**config.mk**
```make
export PLATFORM = sky130hd
export DESIGN_NAME = clock_source_routing_config
export DESIGN_NICKNAME = d
export VERILOG_FILES = /design/src/hw/csrc_pkg.sv /design/src/hw/csrc_predivider.sv /design/src/hw/clock_source_routing_config.sv
export SDC_FILE = /design/constraint.sdc
export NUM_CORES = 1
export LEC_CHECK = 0
export ABC_AREA = 0
export BUFFER_PORTS_ARGS = -buffer_cell sky130_fd_sc_hd__buf_2
export CORE_AREA = 5 5 95 106
export DETAILED_ROUTE_END_ITERATION = 6
export DIE_AREA = 0 0 100 111
export PLACE_DENSITY = 0.57
export SYNTH_ARGS = -nofsm -noshare
export SYNTH_HDL_FRONTEND = slang
export SYNTH_SLANG_ARGS = --single-unit
```
**constraint.sdc**
```tcl
create_clock -name clock -period 2.6 [get_ports clock]
set_input_delay 0.39 -clock clock [delete_from_list [all_inputs] [get_ports clock]]
set_output_delay 0.39 -clock clock [all_outputs]
set_load 0.01 [all_outputs]
```
**src/hw/csrc_pkg.sv**
```systemverilog
package csrc_pkg;

  // ----------------------------------------------------------------
  // Register access
  // ----------------------------------------------------------------
  localparam int ADDR_W = 10;
  localparam int DATA_W = 8;

  localparam logic [ADDR_W-1:0] OFS_PLL_MODE_CONTROL = 10'h010;
  localparam logic [ADDR_W-1:0] OFS_PREDIVIDER_RATIO_SELECT = 10'h1e0;
  localparam logic [ADDR_W-1:0] OFS_SOURCE_ROUTING_SELECT = 10'h1e1;
  localparam logic [ADDR_W-1:0] OFS_CONFIGURATION_UPDATE = 10'h232;

  // ----------------------------------------------------------------
  // Reset values
  // ----------------------------------------------------------------
  localparam logic [DATA_W-1:0] RST_PLL_MODE_CONTROL = 8'h01;
  localparam logic [DATA_W-1:0] RST_PREDIVIDER_RATIO_SELECT = 8'h02;
  localparam logic [DATA_W-1:0] RST_SOURCE_ROUTING_SELECT = 8'h00;
  localparam logic [DATA_W-1:0] RST_CONFIGURATION_UPDATE = 8'h00;
  localparam logic [DATA_W-1:0] READ_ZERO = 8'h00;

  // ----------------------------------------------------------------
  // Field layout
  // ----------------------------------------------------------------
  localparam int PLL_MODE_LSB = 0;
  localparam int PLL_MODE_MSB = 1;
  localparam int PD_POLARITY_BIT = 7;
  localparam int PREDIV_LSB = 0;
  localparam int PREDIV_MSB = 2;
  localparam int ROUTE_BYPASS_BIT = 0;
  localparam int ROUTE_SOURCE_BIT = 1;
  localparam int UPDATE_PENDING_BIT = 1;

  // ----------------------------------------------------------------
  // Encodings
  // ----------------------------------------------------------------
  localparam logic [1:0] PLL_MODE_NORMAL = 2'h0;
  localparam logic [1:0] PLL_MODE_ASYNC_PD = 2'h1;
  localparam logic [DATA_W-1:0] UPDATE_GO = 8'h01;
  localparam logic [2:0] PREDIV_BASE = 3'h2;
  localparam logic [2:0] PREDIV_MAX_CODE = 3'h4;
  localparam logic [2:0] PREDIV_MAX_RATIO = 3'h6;
  localparam logic [2:0] CNT_ONE = 3'h1;
  localparam logic [2:0] CNT_ZERO = 3'h0;

  typedef enum logic [1:0] {
    UPD_IDLE = 2'b00,
    UPD_XFER = 2'b01,
    UPD_DONE = 2'b10
  } csrc_upd_e;

endpackage : csrc_pkg

```
**src/hw/csrc_predivider.sv**
```systemverilog
`timescale 1ns/1ps

// Divides the sampled source by 2..6, or passes it straight through.
module csrc_predivider #(
  parameter int CNT_W = 3
) (
  input wire logic clock,
  input wire logic rstn,
  input wire logic src_level,
  input wire logic [CNT_W-1:0] div_ratio,
  input wire logic bypass,
  output logic div_out
);

  logic src_prev_r;
  logic [CNT_W-1:0] cnt_r;
  logic [CNT_W-1:0] cnt_nxt;
  logic [CNT_W-1:0] half;
  logic src_rise;

  assign src_rise = src_level & ~src_prev_r;
  assign half = div_ratio >> 1;

  always_comb begin
    cnt_nxt = cnt_r;
    if (src_rise) begin
      if (cnt_r >= div_ratio - csrc_pkg::CNT_ONE) begin
        cnt_nxt = csrc_pkg::CNT_ZERO;
      end else begin
        cnt_nxt = cnt_r + csrc_pkg::CNT_ONE;
      end
    end
  end

  always_ff @(posedge clock or negedge rstn) begin
    if (!rstn) begin
      src_prev_r <= 1'b0;
      cnt_r <= '0;
    end else begin
      src_prev_r <= src_level;
      cnt_r <= cnt_nxt;
    end
  end

  // Odd ratios give a high phase one source cycle shorter than the low phase
  always_ff @(posedge clock or negedge rstn) begin
    if (!rstn) begin
      div_out <= 1'b0;
    end else if (bypass) begin
      div_out <= src_level;
    end else begin
      div_out <= (cnt_nxt < half);
    end
  end

endmodule : csrc_predivider

```
**src/hw/clock_source_routing_config.sv**
```systemverilog
`timescale 1ns/1ps

module clock_source_routing_config (
  input wire logic clock,
  input wire logic rstn,
  input wire logic [csrc_pkg::ADDR_W-1:0] reg_addr,
  input wire logic [csrc_pkg::DATA_W-1:0] reg_wdata,
  input wire logic reg_wr,
  input wire logic reg_rd,
  output logic [csrc_pkg::DATA_W-1:0] reg_rdata,
  output logic reg_rvalid,
  input wire logic ext_clk_in,
  input wire logic vco_clk_in,
  output logic [1:0] pll_power_mode,
  output logic pll_on,
  output logic pll_async_pd,
  output logic phase_detector_negative,
  output logic [2:0] predivider_ratio,
  output logic predivider_bypass,
  output logic source_internal_vco,
  output logic internal_vco_on,
  output logic prescaler_from_external,
  output logic dist_clk_out,
  output logic update_done
);

  // ----------------------------------------------------------------
  // Staged (software-visible) registers
  // ----------------------------------------------------------------
  logic [csrc_pkg::DATA_W-1:0] pll_mode_control_r;
  logic [csrc_pkg::DATA_W-1:0] predivider_ratio_select_r;
  logic [csrc_pkg::DATA_W-1:0] source_routing_select_r;
  logic [csrc_pkg::DATA_W-1:0] configuration_update_r;
  logic pending_r;

  // ----------------------------------------------------------------
  // Active copies that steer the hardware
  // ----------------------------------------------------------------
  logic [csrc_pkg::DATA_W-1:0] act_pll_mode_r;
  logic [csrc_pkg::DATA_W-1:0] act_prediv_r;
  logic [csrc_pkg::DATA_W-1:0] act_route_r;

  csrc_pkg::csrc_upd_e upd_state_r;
  csrc_pkg::csrc_upd_e upd_state_nxt;

  logic wr_mode;
  logic wr_prediv;
  logic wr_route;
  logic wr_update;
  logic update_go;
  logic [2:0] ratio_nxt;
  logic [2:0] act_code;
  logic src_level;

  // ----------------------------------------------------------------
  // Address decode
  // ----------------------------------------------------------------
  assign wr_mode = reg_wr && (reg_addr == csrc_pkg::OFS_PLL_MODE_CONTROL);
  assign wr_prediv = reg_wr && (reg_addr == csrc_pkg::OFS_PREDIVIDER_RATIO_SELECT);
  assign wr_route = reg_wr && (reg_addr == csrc_pkg::OFS_SOURCE_ROUTING_SELECT);
  assign wr_update = reg_wr && (reg_addr == csrc_pkg::OFS_CONFIGURATION_UPDATE);
  assign update_go = wr_update && (reg_wdata == csrc_pkg::UPDATE_GO);

  // ----------------------------------------------------------------
  // Staged register writes
  // ----------------------------------------------------------------
  always_ff @(posedge clock or negedge rstn) begin
    if (!rstn) begin
      pll_mode_control_r <= csrc_pkg::RST_PLL_MODE_CONTROL;
    end else if (wr_mode) begin
      pll_mode_control_r <= reg_wdata;
    end
  end

  always_ff @(posedge clock or negedge rstn) begin
    if (!rstn) begin
      predivider_ratio_select_r <= csrc_pkg::RST_PREDIVIDER_RATIO_SELECT;
    end else if (wr_prediv) begin
      predivider_ratio_select_r <= reg_wdata;
    end
  end

  always_ff @(posedge clock or negedge rstn) begin
    if (!rstn) begin
      source_routing_select_r <= csrc_pkg::RST_SOURCE_ROUTING_SELECT;
    end else if (wr_route) begin
      source_routing_select_r <= reg_wdata;
    end
  end

  // Update register clears itself once the transfer has been made
  always_ff @(posedge clock or negedge rstn) begin
    if (!rstn) begin
      configuration_update_r <= csrc_pkg::RST_CONFIGURATION_UPDATE;
    end else if (wr_update) begin
      configuration_update_r <= reg_wdata;
    end else if (upd_state_r == csrc_pkg::UPD_DONE) begin
      configuration_update_r <= csrc_pkg::RST_CONFIGURATION_UPDATE;
    end
  end

  // Pending marks staged writes not yet made active; a new write wins over the clear
  always_ff @(posedge clock or negedge rstn) begin
    if (!rstn) begin
      pending_r <= 1'b0;
    end else if (wr_mode || wr_prediv || wr_route) begin
      pending_r <= 1'b1;
    end else if (upd_state_r == csrc_pkg::UPD_XFER) begin
      pending_r <= 1'b0;
    end
  end

  // ----------------------------------------------------------------
  // Update sequencer
  // ----------------------------------------------------------------
  always_comb begin
    upd_state_nxt = upd_state_r;
    unique case (upd_state_r)
      csrc_pkg::UPD_IDLE: begin
        if (update_go) begin
          upd_state_nxt = csrc_pkg::UPD_XFER;
        end
      end
      csrc_pkg::UPD_XFER: begin
        upd_state_nxt = csrc_pkg::UPD_DONE;
      end
      csrc_pkg::UPD_DONE: begin
        upd_state_nxt = csrc_pkg::UPD_IDLE;
      end
      default: begin
        upd_state_nxt = csrc_pkg::UPD_IDLE;
      end
    endcase
  end

  always_ff @(posedge clock or negedge rstn) begin
    if (!rstn) begin
      upd_state_r <= csrc_pkg::UPD_IDLE;
    end else begin
      upd_state_r <= upd_state_nxt;
    end
  end

  always_ff @(posedge clock or negedge rstn) begin
    if (!rstn) begin
      update_done <= 1'b0;
    end else begin
      update_done <= (upd_state_r == csrc_pkg::UPD_XFER);
    end
  end

  // ----------------------------------------------------------------
  // Active configuration
  // ----------------------------------------------------------------
  // Writes made while a transfer is in flight still land in the staged copy
  // and wait for the next update; the transfer samples in one cycle.
  always_ff @(posedge clock or negedge rstn) begin
    if (!rstn) begin
      act_pll_mode_r <= csrc_pkg::RST_PLL_MODE_CONTROL;
      act_prediv_r <= csrc_pkg::RST_PREDIVIDER_RATIO_SELECT;
      act_route_r <= csrc_pkg::RST_SOURCE_ROUTING_SELECT;
    end else if (upd_state_r == csrc_pkg::UPD_XFER) begin
      act_pll_mode_r <= pll_mode_control_r;
      act_prediv_r <= predivider_ratio_select_r;
      act_route_r <= source_routing_select_r;
    end
  end // Otherwise held regardless of staged writes

  // ----------------------------------------------------------------
  // Decoded controls
  // ----------------------------------------------------------------
  assign act_code = act_prediv_r[csrc_pkg::PREDIV_MSB:csrc_pkg::PREDIV_LSB];

  // Undefined codes above divide-by-6 clamp to the slowest ratio, which
  // keeps the channel dividers inside their limit if software slips
  always_comb begin
    if (act_code > csrc_pkg::PREDIV_MAX_CODE) begin
      ratio_nxt = csrc_pkg::PREDIV_MAX_RATIO;
    end else begin
      ratio_nxt = act_code + csrc_pkg::PREDIV_BASE;
    end
  end

  always_ff @(posedge clock or negedge rstn) begin
    if (!rstn) begin
      pll_power_mode <= csrc_pkg::PLL_MODE_ASYNC_PD;
      pll_on <= 1'b0;
      pll_async_pd <= 1'b1;
    end else begin
      pll_power_mode <= act_pll_mode_r[csrc_pkg::PLL_MODE_MSB:csrc_pkg::PLL_MODE_LSB];
      pll_on <= (act_pll_mode_r[csrc_pkg::PLL_MODE_MSB:csrc_pkg::PLL_MODE_LSB]
                 == csrc_pkg::PLL_MODE_NORMAL);
      pll_async_pd <= (act_pll_mode_r[csrc_pkg::PLL_MODE_MSB:csrc_pkg::PLL_MODE_LSB]
                       == csrc_pkg::PLL_MODE_ASYNC_PD);
    end
  end

  always_ff @(posedge clock or negedge rstn) begin
    if (!rstn) begin
      phase_detector_negative <= 1'b0;
    end else begin
      phase_detector_negative <= act_pll_mode_r[csrc_pkg::PD_POLARITY_BIT];
    end
  end

  always_ff @(posedge clock or negedge rstn) begin
    if (!rstn) begin
      predivider_ratio <= csrc_pkg::PREDIV_BASE + csrc_pkg::RST_PREDIVIDER_RATIO_SELECT[2:0];
      predivider_bypass <= 1'b0;
      source_internal_vco <= 1'b0;
    end else begin
      predivider_ratio <= ratio_nxt;
      predivider_bypass <= act_route_r[csrc_pkg::ROUTE_BYPASS_BIT];
      source_internal_vco <= act_route_r[csrc_pkg::ROUTE_SOURCE_BIT];
    end
  end

  // Oscillator follows the active source only; prescaler feed follows the active mode and source
  always_ff @(posedge clock or negedge rstn) begin
    if (!rstn) begin
      internal_vco_on <= 1'b0;
      prescaler_from_external <= 1'b0;
    end else begin
      internal_vco_on <= act_route_r[csrc_pkg::ROUTE_SOURCE_BIT];
      prescaler_from_external <= (act_pll_mode_r[csrc_pkg::PLL_MODE_MSB:csrc_pkg::PLL_MODE_LSB]
                                  == csrc_pkg::PLL_MODE_NORMAL)
                                 && !act_route_r[csrc_pkg::ROUTE_SOURCE_BIT];
    end
  end

  // ----------------------------------------------------------------
  // Distribution path
  // ----------------------------------------------------------------
  // Source levels are sampled on the system clock, so this path is a
  // behavioural stand-in valid only for sources well below clock/2.
  assign src_level = source_internal_vco ? vco_clk_in : ext_clk_in;

  csrc_predivider #(
    .CNT_W(3)
  ) u_prediv (
    .clock(clock),
    .rstn(rstn),
    .src_level(src_level),
    .div_ratio(predivider_ratio),
    .bypass(predivider_bypass),
    .div_out(dist_clk_out)
  );

  // ----------------------------------------------------------------
  // Read path
  // ----------------------------------------------------------------
  always_ff @(posedge clock or negedge rstn) begin
    if (!rstn) begin
      reg_rdata <= csrc_pkg::READ_ZERO;
    end else if (reg_rd) begin
      unique case (reg_addr)
        csrc_pkg::OFS_PLL_MODE_CONTROL: reg_rdata <= pll_mode_control_r;
        csrc_pkg::OFS_PREDIVIDER_RATIO_SELECT: reg_rdata <= predivider_ratio_select_r;
        csrc_pkg::OFS_SOURCE_ROUTING_SELECT: reg_rdata <= source_routing_select_r;
        csrc_pkg::OFS_CONFIGURATION_UPDATE: begin
          reg_rdata <= configuration_update_r;
          reg_rdata[csrc_pkg::UPDATE_PENDING_BIT] <= pending_r;
        end
        default: reg_rdata <= csrc_pkg::READ_ZERO;
      endcase
    end
  end

  always_ff @(posedge clock or negedge rstn) begin
    if (!rstn) begin
      reg_rvalid <= 1'b0;
    end else begin
      reg_rvalid <= reg_rd;
    end
  end

endmodule : clock_source_routing_config

```
Word level (Yosys, flattened, before mapping)
Index checks and enable logic that the tools add are counted.
{"block": "op_classes", "shift": 0, "n_bitwise": 2, "n_eq_ne": 9, "reduce_logical": 13, "n_mul": 0, "div": 0, "n_mux": 12, "order_cmp": 3, "add_sub_neg": 3}
{"op": "8-bit one-hot mux with 4 select lines", "count": 1}
{"op": "10-bit by 9-bit == test with 1-bit output (second input constant)", "count": 2}
{"op": "8-bit 2-to-1 mux", "count": 2}
{"op": "10-bit == test (second input constant)", "count": 1}
{"op": "10-bit by 5-bit == test with 1-bit output (second input constant)", "count": 1}
{"op": "3-bit 2-to-1 mux", "count": 3}
{"op": "8-bit by 1-bit == test with 1-bit output (second input constant)", "count": 1}
{"op": "1-bit logical AND", "count": 6}
{"op": "2-bit by 1-bit == test with 1-bit output (second input constant)", "count": 2}
{"op": "2-bit zero test", "count": 2}
{"op": "1-bit 2-to-1 mux", "count": 4}
{"op": "2-bit one-hot mux with 2 select lines", "count": 1}
{"op": "2-bit nonzero test", "count": 2}
{"op": "3-bit by 1-bit adder with 3-bit output (second input constant)", "count": 1}
{"op": "3-bit by 2-bit adder with 3-bit output (second input constant)", "count": 1}
{"op": "3-bit >= comparator", "count": 1}
{"op": "3-bit greater-than comparator (second input constant)", "count": 1}
{"op": "3-bit by 2-bit < comparator with 1-bit output", "count": 1}
{"op": "3-bit by 1-bit subtractor with 3-bit output (second input constant)", "count": 1}
{"op": "2-bit == test (second input constant)", "count": 1}
{"op": "1-bit logical OR", "count": 2}
{"op": "2-bit 2-to-1 mux", "count": 1}
{"op": "2-bit != test (second input constant)", "count": 1}
{"op": "1-bit bitwise AND", "count": 1}
{"op": "2 further kinds", "count": 2}
{"block": "word_totals", "inputBits": 24, "latch_bits": 0, "rom_bits": 0, "elab_cells": 65, "output_inout_bits": 23, "ff_bits": 74, "mem_count": 0, "ramBits": 0}

Logic depth before layout (Yosys ltp)
Gate-level depths: netlist (run 1).
{"block": "logic_depth", "depth_word": 6, "mapped_depth": 12, "ltp_nobuf": 12}

By module
A second synthesis (run 1) with hierarchy kept.
{"block": "hier_totals", "cells_unflattened": 265, "hier_area_um2": 3244.4}
{"module": "clock_source_routing_config", "n_inst": 1, "area_each_um2": 2855.2, "cells_per_inst": 228}
{"module": "csrc_predivider", "n_inst": 1, "area_each_um2": 389.1, "cells_per_inst": 37}

Worst setup path after synthesis (run 1)
No wires, ideal clock.
{"block": "synth_timing", "kind": "flip-flop to flip-flop", "start": "register predivider_ratio[0]", "end": "register u_prediv.div_out", "setup_time_ns": 0.083, "period_less_slack_ns": 2.598, "n_path_buf": 0, "arrival_ns": 2.515, "path_slack_ns": 0.002, "t_required_ns": 2.517, "path_stages_with_launch": 13, "cell_sequence": "dfrtp_1 > inv_1 > ha_1 > xnor2_1 > ha_1 > a21o_1 > a31o_2 > nor2_1 > a22o_1 > ha_1 > nor2b_1 > a2111o_1 > o21ai_0"}
{"block": "synth_via", "elab_chain_cells": 6}
{"element": "from (decl)", "line": "clock_source_routing_config.sv:18", "rtl": "output logic [2:0] predivider_ratio,"}
{"element": "from (signal assigned)", "line": "clock_source_routing_config.sv:208", "rtl": "predivider_ratio <= csrc_pkg::PREDIV_BASE + csrc_pkg::RST_PREDIVIDER_RATIO_SELECT[2:0];"}
{"element": "from (signal assigned)", "line": "clock_source_routing_config.sv:212", "rtl": "predivider_ratio <= ratio_nxt;"}
{"element": "3-bit by 1-bit subtractor with 3-bit output", "line": "csrc_predivider.sv:27", "rtl": "if (cnt_r >= div_ratio - csrc_pkg::CNT_ONE) begin"}
{"element": "3-bit >= comparator", "line": "csrc_predivider.sv:27"}
{"element": "3-bit 2-to-1 mux", "line": "csrc_predivider.sv:27"}
{"element": "3-bit 2-to-1 mux", "line": "csrc_predivider.sv:26", "rtl": "if (src_rise) begin"}
{"element": "named net u_prediv.cnt_nxt[1]", "line": "csrc_predivider.sv:17", "rtl": "logic [CNT_W-1:0] cnt_nxt;"}
{"element": "3-bit by 2-bit < comparator with 1-bit output", "line": "csrc_predivider.sv:52", "rtl": "div_out <= (cnt_nxt < half);"}
{"element": "1-bit 2-to-1 mux", "line": "csrc_predivider.sv:49", "rtl": "end else if (bypass) begin"}
{"element": "to (signal assigned)", "line": "csrc_predivider.sv:50", "rtl": "div_out <= src_level;"}
{"element": "to (signal assigned)", "line": "csrc_predivider.sv:52"}
{"element": "to (decl)", "line": "csrc_predivider.sv:12", "rtl": "output logic div_out"}
The timed path passes the listed nets, and every way through them passes these cells.
A chain may end at the register's enable or synchronous reset.

Worst setup path in the final report (run 1)
Ends and elaborated chain as after synthesis.

==> metrics, run 1 <==
synthesized area between 0.003 and 0.004 mm2; most used cell, CP ha_4; Worst VDD drop between 200 and 300 uV; first-pass GRT wire length 11.13 mm; status complete, no violations; routed vias/inst 4.881; Critical Path Max Stage Delay between 300 and 400 ps; row count 36; Synth warnings 0; Synth area leaders dfrtp_1, mux2_2, dfstp_2, nand2_1, mux2_4; Crit Reg-Reg Endpoint u_prediv.div_out; GRT overflow 0; setup repair after global routing missed its margin true; Synth async-reset ratio 1.000; FMAX 394.0 MHz; die width 100 um; Initial Util 0.3426; Max Slew Vio Count 0; clk_lat worst skew 340 ps; share of cells above drive strength 1 0.3854; cells along the critical path inv_2 > ha_4 > xnor2_2 > ha_1 > a21o_1 > a31o_4 > nor2_4 > a22o_1 > ha_4 > nor2b_1 > a2111o_1 > o21ai_1; I/O pins 47; setup TNS 0 ps; PwrDens 623.5 mW/mm2; antenna violation net count after detailed routing 0; Mapped Avg Cell Area 11.89 um2; Hold WC Path Type input port to async pin; core footprint 0.008783 mm2; critical path startpoint category flip-flop; cell with the most instances after synthesis dfrtp_1; Final nets between 300 and 400; synthesized instance count about 250; Vias 2089; Die Height 111 um; register bit total from synthesis 68; WP data arrival between 2000 and 3000 ps; DR DRC count 0; Reg clk slew, reported paths approximately 80 ps; Initial DRC Count between 100 and 150; crit path capture type flip-flop; setup violators final 0; clk root buf clkbuf_8; Routed WL 6.739 mm; sequential element share of the synthesized area 0.5684; Tot GR Track Use 0.1275; CTS tree done; Slew HR 0.5336; worst-path fanout max 2; full die area 0.01110 mm2; dpl hpwl around 4.6 mm; Top Layer Used met4; post-synth top area share 0.5073; Max-Cap Viols 0; antenna violations before repair 0; Power, Total approximately 2300 uW; CTS Buffer Depth 2; Design Area, Final 0.003636 mm2; number of distinct library cells after synthesis 41; main flop type after synthesis dfrtp_1; R2R depth 12; fin crit share 0.9762; via count of the first global-routing pass 2159; Antenna diodes 0; H-tree depth 3; area leader, netlist dfrtp_1; Worst R2R Setup Slack 60 ps; CP max stage cell dfrtp_1; Critical Setup Path Class flip-flop to flip-flop; syn nets 283; Slew @ Worst Pin 696.4 ps; number of flops mapped to enable cells by yosys 0; Finished Core Util 0.4140; Final Critical Period 2538 ps; final hold violation count 0; largest net degree at the start of global routing 69; Post-synth top cells dfrtp_1, nand2_1, mux2_2, inv_1, a22o_1; met3 WL 311 um; Avg WL per Cell 15.75 um; Met2 Wirelength 3.282 mm; R2R Path Start predivider_ratio[0]; drt first pass iters 4; Final Wtd Congestion 0.7631; Leak 0.001779 uW; CP required 2870 ps; met1 wire length 3.081 mm; Clock Sinks 68; Port Buffer Count 46; CTS buffer count 9; P&R area growth vs syn 20.83%; Layout Skew approximately 11 ps; Cell Area, Placed approximately 0.0034 mm2
## placed cells by master (no fill, tap or decap), types with 6 or more instances in the layout
cell | synthesis | layout
clkbuf_8 | 0 | 9
o22ai_1 | 8 | 8
nor2_1 | 7 | 6
dfstp_2 | 7 | 7
nand2_1 | 42 | 42
buf_4 | 1 | 6
mux2_4 | 8 | 8
buf_2 | 2 | 46
inv_1 | 14 | 12
a22oi_1 | 8 | 8
o21ai_0 | 9 | 8
mux2_2 | 25 | 25
dfrtp_1 | 61 | 61
a22o_1 | 10 | 10
## layout make-up
cell class	instances	area, um2
Clock inverter	5	52.55
Inverter	15	56.30
Clock buffer	11	131.4
Multi-Input combinational cell	162	1247
Sequential cell	68	1710
Tap cell	114	142.6
Fill cell	866	5147
Timing Repair Buffer	53	295.3
## stage by stage
stage	setup slack, ps	instances	hold WS, ps
4_1_cts	-41.37	426	66.36
5_1_grt	-11.24	428	74.33
6_report	61.95	428	53.55
3_3_place_gp	30.27	408	361.3
3_5_place_dp	-127.7	408	364.6
2_1_floorplan	2.222	253	94.41
## worst max path at each step
stage          cells after the start  slack, ps          endpoint           startpoint
3_5_place_dp                      12       -130  u_prediv.div_out  predivider_ratio[0]
4_1_cts                           12        -40  u_prediv.div_out  predivider_ratio[0]
5_1_grt                           12        -10  u_prediv.div_out  predivider_ratio[0]
2_1_floorplan                     12          2  u_prediv.div_out  predivider_ratio[0]
3_3_place_gp                      12         30  u_prediv.div_out  predivider_ratio[0]
6_report                          12         60  u_prediv.div_out  predivider_ratio[0]
## power breakdown
part           internal, uW  leakage (uW)  switching (uW)
Combinational           160      0.000824             163
Sequential             1090      0.000863            24.1
Clock                   439     0.0000931             387
## flip-flops by register name (all words and copies together), names as in the netlist, 3 cells and up
name,flops
pll_mode_control_r,8
predivider_ratio_select_r,8
reg_rdata,8
source_routing_select_r,8
configuration_update_r,7
act_pll_mode_r,3
act_prediv_r,3
predivider_ratio,3
u_prediv.cnt_r,3
## kinds of logic after synthesis
kind of cell               count (synthesis)  share of synthesized area
AOI/OAI and AO/OA                         43                     0.1031
xor gates and xnor gates                   1                   0.002911
adders and majority gates                  6                    0.02495
buffers and inverters                     23                    0.03326
DFF                                       68                     0.5684
muxes                                     33                     0.1335
and+or+nand+nor                           79                     0.1339
## routing by layer
layer	GRT usage	vias to the layer above
met2	0.2007	45
met3	0.03398	6
met1	0.1706	1036
met4	0.04043	0
met5	0	-
li1	-	1002
## worst max-delay path: cells and delay by family (launching register included)
| kind | cells | cell delay (ps) |
|---|---|---|
| AO/OA/AOI/OAI | 5 | 1060 |
| buffers and inverters | 1 | 60 |
| flip-flops | 1 | 360 |
| AND/OR/NAND/NOR | 2 | 210 |
| adder cells (fa/ha/maj) | 3 | 670 |
| XOR/XNOR | 1 | 120 |
## what timing repair did
item,CTS,global route
pin swaps,9,6
hold buffers,0,0
setup endpoints to repair,1,1
cloned,0,0
buffers inserted,2,2
gates resized for setup,7,3
Note: power is estimated with default switching activity, not from simulation.
==> inputs of run 2 (changes only) <==
--- a/config.mk
+++ b/config.mk
@@ -10,7 +10,6 @@
 export CORE_AREA = 5 5 95 106
 export DETAILED_ROUTE_END_ITERATION = 6
 export DIE_AREA = 0 0 100 111
-export PLACE_DENSITY = 0.57
 export SYNTH_ARGS = -nofsm -noshare
 export SYNTH_HDL_FRONTEND = slang
 export SYNTH_SLANG_ARGS = --single-unit
==> metrics, run 2 (synthesized netlist as in run 1, its figures left out) <==
Final Critical Period 2548 ps; fin cells 430; cells along the critical path inv_2 > ha_4 > xnor2_1 > ha_1 > a21o_1 > a31o_4 > nor2_4 > a22o_1 > ha_4 > buf_4 > a2111o_1 > o21ai_2; Power, Total ~2200 uW; Routed WL between 6 and 7 mm; Slew @ Worst Pin 668.2 ps; Antenna diodes 0; antenna violations before repair 0; CP required 2860 ps; Port Buffer Count between 40 and 50; most used cell, CP ha_4; final hold violation count 0; Initial DRC Count 64; die width 100 um; CTS buffer count 9; routed vias/inst a little under 5; Tot GR Track Use 0.1234; Worst Hold Slack 75.21 ps; CTS Buffer Depth 2; Layout Skew 12.13 ps; PwrDens 613.5 mW/mm2; worst-path fanout max 2; Clock Sinks 68; Leak 0.001782 uW; Final nets 341; status complete, no violations; share of cells above drive strength 1 0.3829; Critical Path Max Stage Delay 360 ps; Vias 2101; WP data arrival around 2800 ps; largest net degree at the start of global routing 31; Reg clk slew, reported paths 70 ps; cts hold-fix bufs 0; drt first pass iters 5; Die Height 111 um; clk_lat worst skew 340 ps; DR DRC count 0; fill count 859; crit path capture type flip-flop; fin crit share 0.9801; critical path startpoint category flip-flop; first-pass GRT wire length 10.87 mm; row count 36; full die area 0.01110 mm2; Hold WC Path Type input port to async pin; CTS tree done; Critical Setup Path Class flip-flop to flip-flop; H-tree depth 3; Final Wtd Congestion 0.7960; Slew HR 0.5525; FMAX around 400 MHz; Worst R2R Setup Slack about 52 ps; P&R area growth vs syn 20.12%; most common cell after layout, fill and taps aside dfrtp_1; most frequent cells in the layout dfrtp_1, buf_2, nand2_1, mux2_2, inv_1; dpl hpwl 4.697 mm; Max Slew Vio Count 0; setup repair after global routing missed its margin true; I/O pins 47; setup violators final 0; clk root buf clkbuf_8; CP max stage cell dfrtp_1; Worst VDD drop roughly 300 uV; antenna violation net count after detailed routing 0; core footprint about 0.0088 mm2; Crit Reg-Reg Endpoint u_prediv.div_out; via count of the first global-routing pass ~2200; Avg WL per Cell ~15 um; Max-Cap Viols 0; Setup WS pre-CTS -99.69 ps; placed insts 410; R2R Path Start predivider_ratio[0]; fin worst setup slack 51.82 ps; Initial Util 0.3426; R2R depth 12; GRT overflow 0; Finished Core Util 0.4115
[run 2: changes by cell type in the layout (fill, tap and decap cells not counted), sizes merged]
cell      delta
bufinv       -1
buf          +2
clkinvlp     -1
clkbuf       +2
[run 2: final cells by class]
type                    instances  area (um2)  area share
repair buffers                 55       297.8     0.08238
inverters                      15       56.30     0.01558
clock inverters                 3       15.01    0.004154
well taps                     114       142.6     0.03946
flip-flops and latches         68        1710      0.4732
multi-input cells             162        1244      0.3441
clock buffers                  13       148.9     0.04119
[run 2: metrics by stage]
step	area [um2]	setup TNS, ps
CTS	3585	-49.84
detailed placement	3376	-99.69
finish	3615	0
global route	3615	-85.23
floorplan	3009	0
global placement	3376	0
[run 2: repair_timing]
action                     CTS  global route
resized for setup            5             4
setup buffers                4             0
pin swaps                    8             6
setup endpoints to repair    1             1
[run 2: metal layers]
layer,track usage,part of all wire,vias up
li1,-,-,1007
met1,0.1648,0.46,1047
met2,0.1949,0.49,37
met3,0.02643,0.037,10
met4,0.04762,0.014,0
met5,0,0,-
[run 2: how the worst max path moves through the flow]
stage | from | endpoint | slack [ps] | depth (start not counted)
after floorplan | predivider_ratio[0] | u_prediv.div_out | 2 | 12
after global placement | predivider_ratio[0] | u_prediv.div_out | 20 | 12
after detailed placement | predivider_ratio[0] | u_prediv.div_out | -100 | 12
after CTS | predivider_ratio[0] | u_prediv.div_out | -50 | 12
after global routing | predivider_ratio[0] | u_prediv.div_out | -90 | 12
final | predivider_ratio[0] | u_prediv.div_out | 50 | 12
[run 2: where the power goes]
part / switching [uW] / internal [uW] / total [uW]
Sequential: 26.3 / 1090 / 1120
Clock: 375 / 369 / 744
Combinational: 168 / 185 / 353
Total: 570 / 1650 / 2220
[run 2: worst max-delay path, delay by kind of cell, from the launching register on]
family          cells  cell delay [ps]
compound gates      5             1070
xor+xnor            1              120
fa+ha+maj           3              660
buf+inv             2              180
flops               1              360
simple gates        1               80
